## config.mk

```make
export PLATFORM = sky130hd
export DESIGN_NAME = dglp_regs
export DESIGN_NICKNAME = d
export VERILOG_FILES = /design/src/rtl/dglp_pkg.sv /design/src/rtl/dglp_regs.sv
export SDC_FILE = /design/constraint.sdc
export NUM_CORES = 1
export LEC_CHECK = 0
export BUFFER_PORTS_ARGS = -buffer_cell sky130_fd_sc_hd__buf_2
export CAP_MARGIN = 20
export CORE_ASPECT_RATIO = 0.6
export CORE_MARGIN = 4
export CORE_UTILIZATION = 50
export CTS_CLUSTER_SIZE = 14
export DETAILED_ROUTE_END_ITERATION = 7
export GPL_ROUTABILITY_DRIVEN = 0
export HOLD_SLACK_MARGIN = 0.02
export PLACE_DENSITY = 0.81
export SYNTH_ARGS = -nofsm -noshare
export SYNTH_HDL_FRONTEND = slang
export SYNTH_SLANG_ARGS = --single-unit
```

## constraint.sdc

```tcl
create_clock -name clk -period 4.4 [get_ports clk]
set_input_delay 0.66 -clock clk [delete_from_list [all_inputs] [get_ports clk]]
set_output_delay 0.66 -clock clk [all_outputs]
set_load 0.005 [all_outputs]
```

## src/rtl/dglp_pkg.sv

```systemverilog
// Behaviour
// RULE_01 - Converter gain bit doubles that converter's output
// RULE_02 - Per-converter doubling skips wideband filter path
// RULE_03 - Wideband gain bit doubles wideband filter output
// RULE_04 - Latency alignment field sits in bits 6-4
// RULE_05 - Software writes alignment matching decimation factor
// RULE_06 - Two 16-bit custom patterns, four byte registers
// RULE_07 - Software writes zero to unused bits
// RULE_08 - Every field resets to zero
// RULE_09 - Select: data, zeros, ones, toggle, ramp
// RULE_10 - Select: custom one, alternating customs, deskew
// RULE_11 - Gain or alignment change applies next clock
package dglp_pkg;

   // =====================================================
   // Bus geometry
   localparam int ADDR_W = 8;
   localparam int DATA_W = 32;
   localparam int BE_W = 4;
   localparam int IDX_LSB = 2;
   localparam int IDX_W = 6;

   // =====================================================
   // Register indices, byte address is four times the index
   localparam logic [IDX_W-1:0] IDX_GAIN_ONE = 6'h14;
   localparam logic [IDX_W-1:0] IDX_GAIN_TWO = 6'h16;
   localparam logic [IDX_W-1:0] IDX_LAT_ALIGN = 6'h1e;
   localparam logic [IDX_W-1:0] IDX_WB_GAIN = 6'h1f;
   localparam logic [IDX_W-1:0] IDX_PAT1_LO = 6'h33;
   localparam logic [IDX_W-1:0] IDX_PAT1_HI = 6'h34;
   localparam logic [IDX_W-1:0] IDX_PAT2_LO = 6'h35;
   localparam logic [IDX_W-1:0] IDX_PAT2_HI = 6'h36;
   localparam logic [IDX_W-1:0] IDX_PAT_SEL = 6'h37;

   // =====================================================
   // Field positions
   localparam int GAIN_BIT = 0;
   localparam int LAT_LSB = 4;
   localparam int LAT_MSB = 6;
   localparam int SEL_LSB = 0;
   localparam int SEL_MSB = 3;
   localparam int BYTE_W = 8;

   // =====================================================
   // Reset values
   localparam logic RST_GAIN = 1'h0;
   localparam logic [2:0] RST_LAT = 3'h0;
   localparam logic [15:0] RST_PAT = 16'h0000;
   localparam logic [3:0] RST_SEL = 4'h0;

   // Alignment settings that software writes (field value)
   localparam logic [2:0] LAT_DIV_24_32 = 3'h1;
   localparam logic [2:0] LAT_DIV_16_20 = 3'h2;
   localparam logic [2:0] LAT_DIV_6_12 = 3'h4;
   localparam logic [2:0] LAT_DIV_4_10 = 3'h5;

   // =====================================================
   // Datapath
   localparam int SAMP_W = 16;
   localparam int NUM_CH = 2;
   localparam logic [SAMP_W-1:0] WORD_ZERO = 16'h0000;
   localparam logic [SAMP_W-1:0] WORD_ONES = 16'hffff;
   localparam logic [SAMP_W-1:0] WORD_TOG_A = 16'haaaa;
   localparam logic [SAMP_W-1:0] WORD_TOG_B = 16'h5555;
   localparam logic [SAMP_W-1:0] SAT_POS = 16'h7fff;
   localparam logic [SAMP_W-1:0] SAT_NEG = 16'h8000;
   localparam logic [SAMP_W-1:0] RAMP_STEP = 16'h0001;

   // Pattern select codes
   localparam logic [3:0] PAT_CONV = 4'h0;
   localparam logic [3:0] PAT_ZEROS = 4'h1;
   localparam logic [3:0] PAT_ONES = 4'h2;
   localparam logic [3:0] PAT_TOGGLE = 4'h3;
   localparam logic [3:0] PAT_RAMP = 4'h4;
   localparam logic [3:0] PAT_CUST1 = 4'h6;
   localparam logic [3:0] PAT_CUST_ALT = 4'h7;
   localparam logic [3:0] PAT_DESKEW = 4'h8;

   typedef logic [NUM_CH-1:0][SAMP_W-1:0] dglp_samp_vec_t;

   typedef struct packed {
      logic first_converter_gain_boost;
      logic second_converter_gain_boost;
      logic wideband_filter_gain_boost;
      logic [2:0] latency_align_setting;
      logic [SAMP_W-1:0] custom_word_one;
      logic [SAMP_W-1:0] custom_word_two;
      logic [3:0] pattern_sel;
   } dglp_cfg_t;

   localparam dglp_cfg_t CFG_RESET = '{
      first_converter_gain_boost: RST_GAIN,
      second_converter_gain_boost: RST_GAIN,
      wideband_filter_gain_boost: RST_GAIN,
      latency_align_setting: RST_LAT,
      custom_word_one: RST_PAT,
      custom_word_two: RST_PAT,
      pattern_sel: RST_SEL
   };

endpackage : dglp_pkg

```

## src/rtl/dglp_regs.sv

```systemverilog
`timescale 1ns/1ns
module dglp_regs (
   // Clock, reset, clock enable
   input wire logic clk,
   input wire logic rst,
   input wire logic ce,
   // Avalon-MM slave
   input wire logic [dglp_pkg::ADDR_W-1:0] avs_address,
   input wire logic avs_read,
   input wire logic avs_write,
   input wire logic [dglp_pkg::DATA_W-1:0] avs_writedata,
   input wire logic [dglp_pkg::BE_W-1:0] avs_byteenable,
   output logic [dglp_pkg::DATA_W-1:0] avs_readdata,
   output logic avs_waitrequest,
   // Converter and wideband filter samples
   input wire dglp_pkg::dglp_samp_vec_t converter_in,
   input wire dglp_pkg::dglp_samp_vec_t wideband_in,
   input wire logic wideband_path_active,
   // Channel outputs
   output dglp_pkg::dglp_samp_vec_t chan_out,
   output logic [2:0] latency_align_setting,
   output dglp_pkg::dglp_cfg_t cfg_out
);
   import dglp_pkg::*;

   // =====================================================
   // Bus handshake
   logic ack_r;
   logic ack_nxt;
   logic req;
   logic rd_first;
   logic wr_commit;
   logic [IDX_W-1:0] idx;

   assign req = avs_read | avs_write;
   // Unmapped indices still get the wait state
   assign idx = avs_address[IDX_LSB +: IDX_W];
   // One wait state, answer on the second cycle of a request
   assign avs_waitrequest = req & ~(ack_r & ce);
   assign rd_first = avs_read & ~ack_r;
   // Write lands on the edge that ends the answer cycle, one after the wait
   assign wr_commit = avs_write & ack_r & ce & avs_byteenable[0];

   // Ack lasts one cycle, so every request waits once
   always_comb begin
      ack_nxt = req & ~ack_r;
   end

   always_ff @(posedge clk or posedge rst) begin
      if (rst) begin
         ack_r <= 1'b0;
      end else if (ce) begin
         ack_r <= ack_nxt;
      end
   end

   // =====================================================
   // Configuration registers
   dglp_cfg_t cfg_r;
   dglp_cfg_t cfg_nxt;
   logic [BYTE_W-1:0] wbyte;

   // Only byte lane 0 carries register data
   assign wbyte = avs_writedata[BYTE_W-1:0];

   always_comb begin
      cfg_nxt = cfg_r;
      // Reserved bits of a written byte are dropped
      if (wr_commit) begin
         case (idx)
            IDX_GAIN_ONE: begin
               cfg_nxt.first_converter_gain_boost = wbyte[GAIN_BIT]; // [RULE_01]
            end
            IDX_GAIN_TWO: begin
               cfg_nxt.second_converter_gain_boost = wbyte[GAIN_BIT]; // [RULE_01]
            end
            IDX_LAT_ALIGN: begin
               cfg_nxt.latency_align_setting = wbyte[LAT_MSB:LAT_LSB]; // [RULE_04]
            end
            IDX_WB_GAIN: begin
               cfg_nxt.wideband_filter_gain_boost = wbyte[GAIN_BIT]; // [RULE_03]
            end
            IDX_PAT1_LO: begin
               cfg_nxt.custom_word_one[BYTE_W-1:0] = wbyte; // [RULE_06]
            end
            IDX_PAT1_HI: begin
               cfg_nxt.custom_word_one[SAMP_W-1:BYTE_W] = wbyte; // [RULE_06]
            end
            IDX_PAT2_LO: begin
               cfg_nxt.custom_word_two[BYTE_W-1:0] = wbyte; // [RULE_06]
            end
            IDX_PAT2_HI: begin
               cfg_nxt.custom_word_two[SAMP_W-1:BYTE_W] = wbyte; // [RULE_06]
            end
            IDX_PAT_SEL: begin // [RULE_09] [RULE_10]
               cfg_nxt.pattern_sel = wbyte[SEL_MSB:SEL_LSB];
            end
            default: begin
               cfg_nxt = cfg_r;
            end
         endcase
      end
   end

   always_ff @(posedge clk or posedge rst) begin
      if (rst) begin
         cfg_r <= CFG_RESET; // [RULE_08]
      end else if (ce) begin
         cfg_r <= cfg_nxt; // [RULE_11]
      end
   end

   // Live settings for the formatter and datapath
   assign cfg_out = cfg_r;
   assign latency_align_setting = cfg_r.latency_align_setting;

   // =====================================================
   // Read data
   logic [DATA_W-1:0] rdata_r;
   logic [DATA_W-1:0] rdata_nxt;
   logic [BYTE_W-1:0] rbyte;

   always_comb begin
      // Unmapped indices and reserved bits read zero
      rbyte = '0;
      case (idx)
         IDX_GAIN_ONE: begin
            rbyte[GAIN_BIT] = cfg_r.first_converter_gain_boost;
         end
         IDX_GAIN_TWO: begin
            rbyte[GAIN_BIT] = cfg_r.second_converter_gain_boost;
         end
         IDX_LAT_ALIGN: begin
            rbyte[LAT_MSB:LAT_LSB] = cfg_r.latency_align_setting; // [RULE_04]
         end
         IDX_WB_GAIN: begin
            rbyte[GAIN_BIT] = cfg_r.wideband_filter_gain_boost;
         end
         IDX_PAT1_LO: begin
            rbyte = cfg_r.custom_word_one[BYTE_W-1:0]; // [RULE_06]
         end
         IDX_PAT1_HI: begin
            rbyte = cfg_r.custom_word_one[SAMP_W-1:BYTE_W]; // [RULE_06]
         end
         IDX_PAT2_LO: begin
            rbyte = cfg_r.custom_word_two[BYTE_W-1:0]; // [RULE_06]
         end
         IDX_PAT2_HI: begin
            rbyte = cfg_r.custom_word_two[SAMP_W-1:BYTE_W]; // [RULE_06]
         end
         IDX_PAT_SEL: begin
            rbyte[SEL_MSB:SEL_LSB] = cfg_r.pattern_sel;
         end
         default: begin
            rbyte = '0;
         end
      endcase
      // Read byte is captured on the first request cycle
      rdata_nxt = rdata_r;
      if (rd_first) begin
         rdata_nxt = {{(DATA_W-BYTE_W){1'b0}}, rbyte};
      end
   end

   always_ff @(posedge clk or posedge rst) begin
      if (rst) begin
         rdata_r <= '0;
      end else if (ce) begin
         rdata_r <= rdata_nxt;
      end
   end

   // Read data holds until the next read starts
   assign avs_readdata = rdata_r;

   // =====================================================
   // Shared pattern sequencers
   logic [SAMP_W-1:0] ramp_r;
   logic [SAMP_W-1:0] ramp_nxt;
   logic phase_r;
   logic phase_nxt;
   logic sel_ramp;
   logic sel_alt;

   assign sel_ramp = (cfg_r.pattern_sel == PAT_RAMP);
   assign sel_alt = (cfg_r.pattern_sel == PAT_TOGGLE) |
                    (cfg_r.pattern_sel == PAT_CUST_ALT);

   always_comb begin
      ramp_nxt = '0;
      phase_nxt = 1'b0;
      // Ramp restarts from zero each time it is selected
      if (sel_ramp) begin
         ramp_nxt = ramp_r + RAMP_STEP; // [RULE_09]
      end
      // Phase restarts so alternation opens on the first word
      if (sel_alt) begin
         phase_nxt = ~phase_r; // [RULE_09] [RULE_10]
      end
   end

   always_ff @(posedge clk or posedge rst) begin
      if (rst) begin
         ramp_r <= '0;
         phase_r <= 1'b0;
      end else if (ce) begin
         ramp_r <= ramp_nxt;
         phase_r <= phase_nxt;
      end
   end

   // =====================================================
   // Saturating doubler, a plain shift would wrap
   function automatic logic [SAMP_W-1:0] sat_double(
      input logic [SAMP_W-1:0] s
   );
      logic [SAMP_W-1:0] d;
      if (s[SAMP_W-1] != s[SAMP_W-2]) begin
         d = s[SAMP_W-1] ? SAT_NEG : SAT_POS;
      end else begin
         d = {s[SAMP_W-2:0], 1'b0};
      end
      return d;
   endfunction : sat_double

   // =====================================================
   // Per-channel gain and pattern mux
   genvar ch;
   generate
      for (ch = 0; ch < NUM_CH; ch++) begin : g_chan
         logic [SAMP_W-1:0] src;
         logic boost;
         logic [SAMP_W-1:0] scaled;
         logic [SAMP_W-1:0] out_nxt;
         logic [SAMP_W-1:0] out_r;
         logic conv_boost;

         always_comb begin
            if (ch == 0) begin
               conv_boost = cfg_r.first_converter_gain_boost;
            end else begin
               conv_boost = cfg_r.second_converter_gain_boost;
            end
            // Wideband path ignores the converter gain bits
            if (wideband_path_active) begin
               src = wideband_in[ch];
               boost = cfg_r.wideband_filter_gain_boost; // [RULE_02] [RULE_03]
            end else begin
               src = converter_in[ch];
               boost = conv_boost; // [RULE_01]
            end
            if (boost) begin
               scaled = sat_double(src); // [RULE_01] [RULE_03]
            end else begin
               scaled = src;
            end
            case (cfg_r.pattern_sel)
               PAT_CONV: begin
                  out_nxt = scaled; // [RULE_09]
               end
               PAT_ZEROS: begin
                  out_nxt = WORD_ZERO; // [RULE_09]
               end
               PAT_ONES: begin
                  out_nxt = WORD_ONES; // [RULE_09]
               end
               PAT_TOGGLE: begin
                  out_nxt = phase_r ? WORD_TOG_B : WORD_TOG_A; // [RULE_09]
               end
               PAT_RAMP: begin
                  out_nxt = ramp_r; // [RULE_09]
               end
               PAT_CUST1: begin
                  out_nxt = cfg_r.custom_word_one; // [RULE_10]
               end
               PAT_CUST_ALT: begin
                  out_nxt = phase_r ? cfg_r.custom_word_two
                                    : cfg_r.custom_word_one; // [RULE_10]
               end
               PAT_DESKEW: begin
                  out_nxt = WORD_ONES; // [RULE_10]
               end
               // Unused codes fall back to converter data
               default: begin
                  out_nxt = scaled;
               end
            endcase
         end

         always_ff @(posedge clk or posedge rst) begin
            if (rst) begin
               out_r <= '0;
            end else if (ce) begin
               out_r <= out_nxt; // [RULE_11]
            end
         end

         assign chan_out[ch] = out_r;
      end
   endgenerate

endmodule : dglp_regs

```

==> flow_summary_export.csv <==
group,metric,value,unit
outcome,status,"finished clean",
setup_path,rr_worst_depth,4,
placement,io_buffers,170,
floorplan,rows,30,
synth,ys_ff_latch,100,
clock_network,cts_htree_levels,3,
pwr,p_seq_share,46.4,%
pwr,p_int,1580,uW
global_routing,track_usage,26.2,%
setup_path,path_depth,7,
synth,syn_avg_cell_area,9.76,sq um
setup_path,crit_buf_inv,1,
synth,synth_edf_count,0,
pwr,clockPowerShare,35.9,%
timing,worst_slack,1.67,ns
route,avgViaCountPerCell,6.04,
setup_path,crit_fanout,16,
setup_path,critPathLaunchType,"primary input",
setup_path,cp-endpoint,"g_chan[0].out_r[14]$_DFFE_PP0P_",
timing,drv_slew,0,
pwr,power_frac_comb,17.7,%
pwr,max-vdd-ir-drop,0.219,mV
timing,fin_tns_setup,0,ns
cells_and_area,mostFrequentLayoutCells,"171 x buf_2, 100 x dfrtp_1, 66 x mux2i_1",
setup_path,r2r_end,"g_chan[1].out_r[4]$_DFFE_PP0P_",
floorplan,die_h,93.7,microns
global_routing,grt_start_max_net_pins,64,
setup_path,crit_chain,"buf_2, mux2_2, ha_1, o21ai_0, o22a_1, o221ai_1, a21oi_1",
cells_and_area,final_common_cell,"buf_2",
pwr,p_sw,589,uW
route,routed_wl,18500,microns
synth,synth_ff_type,"dfrtp_1",
floorplan,start_util,52.6,%
timing,fin_worst_skew,0.00766,ns
pwr,p_total,2170,uW
timing,tightestPinTransition,1.00,ns
clock_network,cts_buffers,9,
timing,rsz0062_at_grt,"false",
synth,ys_async_sr_fraction,100,%
synth,ys_seq_area_share,40.9,%
clock_network,cts_buffer_depth,2,
setup_path,cp.arrival,3.00,ns
min_path,hp-class,"in -> async",
clock_network,cts_setup_buffers,0,
setup_path,rrSetupSlack,1.82,ns
cells_and_area,drive_gt1_share,32.5,%
synth,netlist_area,6120,sq um
setup_path,slowest_stage,"o22a_1",
cells_and_area,area_growth,18.7,%
clock_network,cts_root_buf,"clkbuf_16",
setup_path,worstPathRequired,4.67,ns
setup_path,crit_start,"wideband_path_active",
floorplan,io_pins,224,
setup_path,cp_top_family,"compound AO/OA/AOI/OAI gates",
synth,yosysWarnings,0,
synth,synth.distinct_cells,55,
clock_network,cts_hold_buf,0,
global_routing,grt_pass1_wl,29400,microns
global_routing,overflow,0,
pwr,p_leak,0.00343,uW
timing,clock.fmax,367,MHz
pwr,power.density,298,nW/um^2
timing,period_share,62.0,%
floorplan,dieWidth,151,microns
timing,relSlewSlack,32.1,%
route,first_iter_violations,674,
global_routing,antenna_found_initial,0,
timing,setup_viol,0,
placement,pre_cts_ws,1.34,ns
timing,whs,0.459,ns
floorplan,core,11600,sq um
cells_and_area,num-fill-cells,986,
clock_network,clkLatencyLatePin,0.35,ns
cells_and_area,nets,892,
clock_network,cts_sinks,100,
timing,fin_crit,2.73,ns
global_routing,grt_pass1_vias,5623,
route,route.antenna.remaining_nets,0,
setup_path,path_class,"in -> reg",
clock_network,postCtsResizedCells,0,
floorplan,dieArea,14100,sq um
timing,finalHoldViolCount,0,
route,drc,0,
setup_path,slowest_delay,0.53,ns
clock_network,tritoncts,"built",
synth,synthCells,627,
route,routed-via-count,5671,
setup_path,endpoint_kind,"register",
cells_and_area,antennaDiodeCount,0,
placement,place_hpwl,14200,microns
route,wl_per_cell,19.7,microns
clock_network,path_clk_slew,0.07,ns
route,drt_pass1_iterations,6,
flow_run,cap_violations,0,
pwr,swShare,27.2,%
setup_path,timing.rr.start,"phase_r$_DFFE_PP0P_",
==> power by group through the flow <==
stage                     Combinational [uW]  Sequential (uW)  Clock [uW]
after floorplan                          236             1020           0
after global placement                   361             1020           0
after detailed placement                 374             1020           0
after CTS                                375             1000         782
after global routing                     424             1010         825
final                                    384             1000         777
==> area by class of cell <==
cell class              instances  area, sq um  share of cell area (%)
flip-flops and latches        100         2500                    34.4
clock buffers                  14          284                    3.91
inverters                       9         36.3                   0.499
well taps                     160          200                    2.75
multi-input cells             476         3300                    45.5
repair buffers                179          936                    12.9
clock inverters                 1         5.00                  0.0689
==> synth_stat cells (3+ instances only) <==
cell type / number / share of area [%]
dfrtp_1: 100 / 41
mux2i_1: 66 / 11
nor2_1: 55 / 3.4
nand2_1: 54 / 3.3
mux2_2: 45 / 8.3
a21oi_1: 37 / 3.0
nor2b_1: 32 / 3.3
buf_4: 29 / 3.6
o211ai_1: 27 / 3.3
o21ai_0: 23 / 1.9
clkbuf_1: 19 / 1.2
o22ai_1: 14 / 1.4
buf_2: 10 / 0.82
inv_1: 9 / 0.55
nand3_1: 7 / 0.57
nor3_1: 7 / 0.57
o22a_1: 6 / 0.86
o2bb2ai_1: 6 / 0.86
or3_1: 6 / 0.61
a22oi_1: 5 / 0.61
buf_1: 5 / 0.31
nand2b_1: 5 / 0.51
nor4_1: 5 / 0.51
xnor2_1: 5 / 0.72
mux4_2: 4 / 1.5
a222oi_1: 3 / 0.49
ha_1: 3 / 0.61
==> metrics by stage <==
stage	instance area [sq um]	util [%]	cells
6_report	7270	62.5	939
3_3_place_gp	6950	59.7	922
5_1_grt	7270	62.5	939
2_1_floorplan	6210	-	650
3_5_place_dp	6950	59.7	922
4_1_cts	7230	62.2	937
==> sequential cells by signal, indices dropped and copies added, names as in the netlist <==
signal,flops
cfg_out,37
g_chan.out_r,32
ramp_r,16
avs_readdata,8
latency_align_setting,3
g_chan.conv_boost,2
ack_r,1
phase_r,1
==> metal layers <==
| metal | up-vias | track usage (%) | share of wire (%) |
|---|---|---|---|
| met5 | - | 0 | 0 |
| met4 | 0 | 6.41 | 1.4 |
| met3 | 31 | 6.65 | 9.8 |
| met2 | 351 | 41.3 | 47 |
| met1 | 2769 | 36.5 | 42 |
| li1 | 2520 | - | - |
==> cells by family after synthesis <==
logic type,count (synthesis),synth area share (%)
and+or+nand+nor,195,16.3
AOI/OAI and AO/OA,134,14.3
muxes,115,20.5
DFF,100,40.9
buffers and inverters,74,6.56
xor gates and xnor gates,5,0.715
adders and majority gates,3,0.613
other,1,0.0613
==> worst register-to-register path, stage by stage, from the launching register on <==
cell and delay (ns):
dfrtp_1 0.96, nor2b_1 0.17, o311ai_1 0.88, nor2_1 0.28
a21oi_1 0.21
==> how the worst min path moves through the flow <==
stage	to	slack [ns]	depth (start not counted)
3_5_place_dp	avs_readdata[4]$_DFFE_PP0P_	0.47	2
5_1_grt	g_chan[1].out_r[15]$_DFFE_PP0P_	0.50	1
2_1_floorplan	avs_readdata[1]$_DFFE_PP0P_	0.47	2
3_3_place_gp	avs_readdata[3]$_DFFE_PP0P_	0.46	2
6_report	ramp_r[5]$_DFFE_PP0P_	0.46	2
4_1_cts	avs_readdata[4]$_DFFE_PP0P_	0.48	2
(Power assumes the default switching activity.)
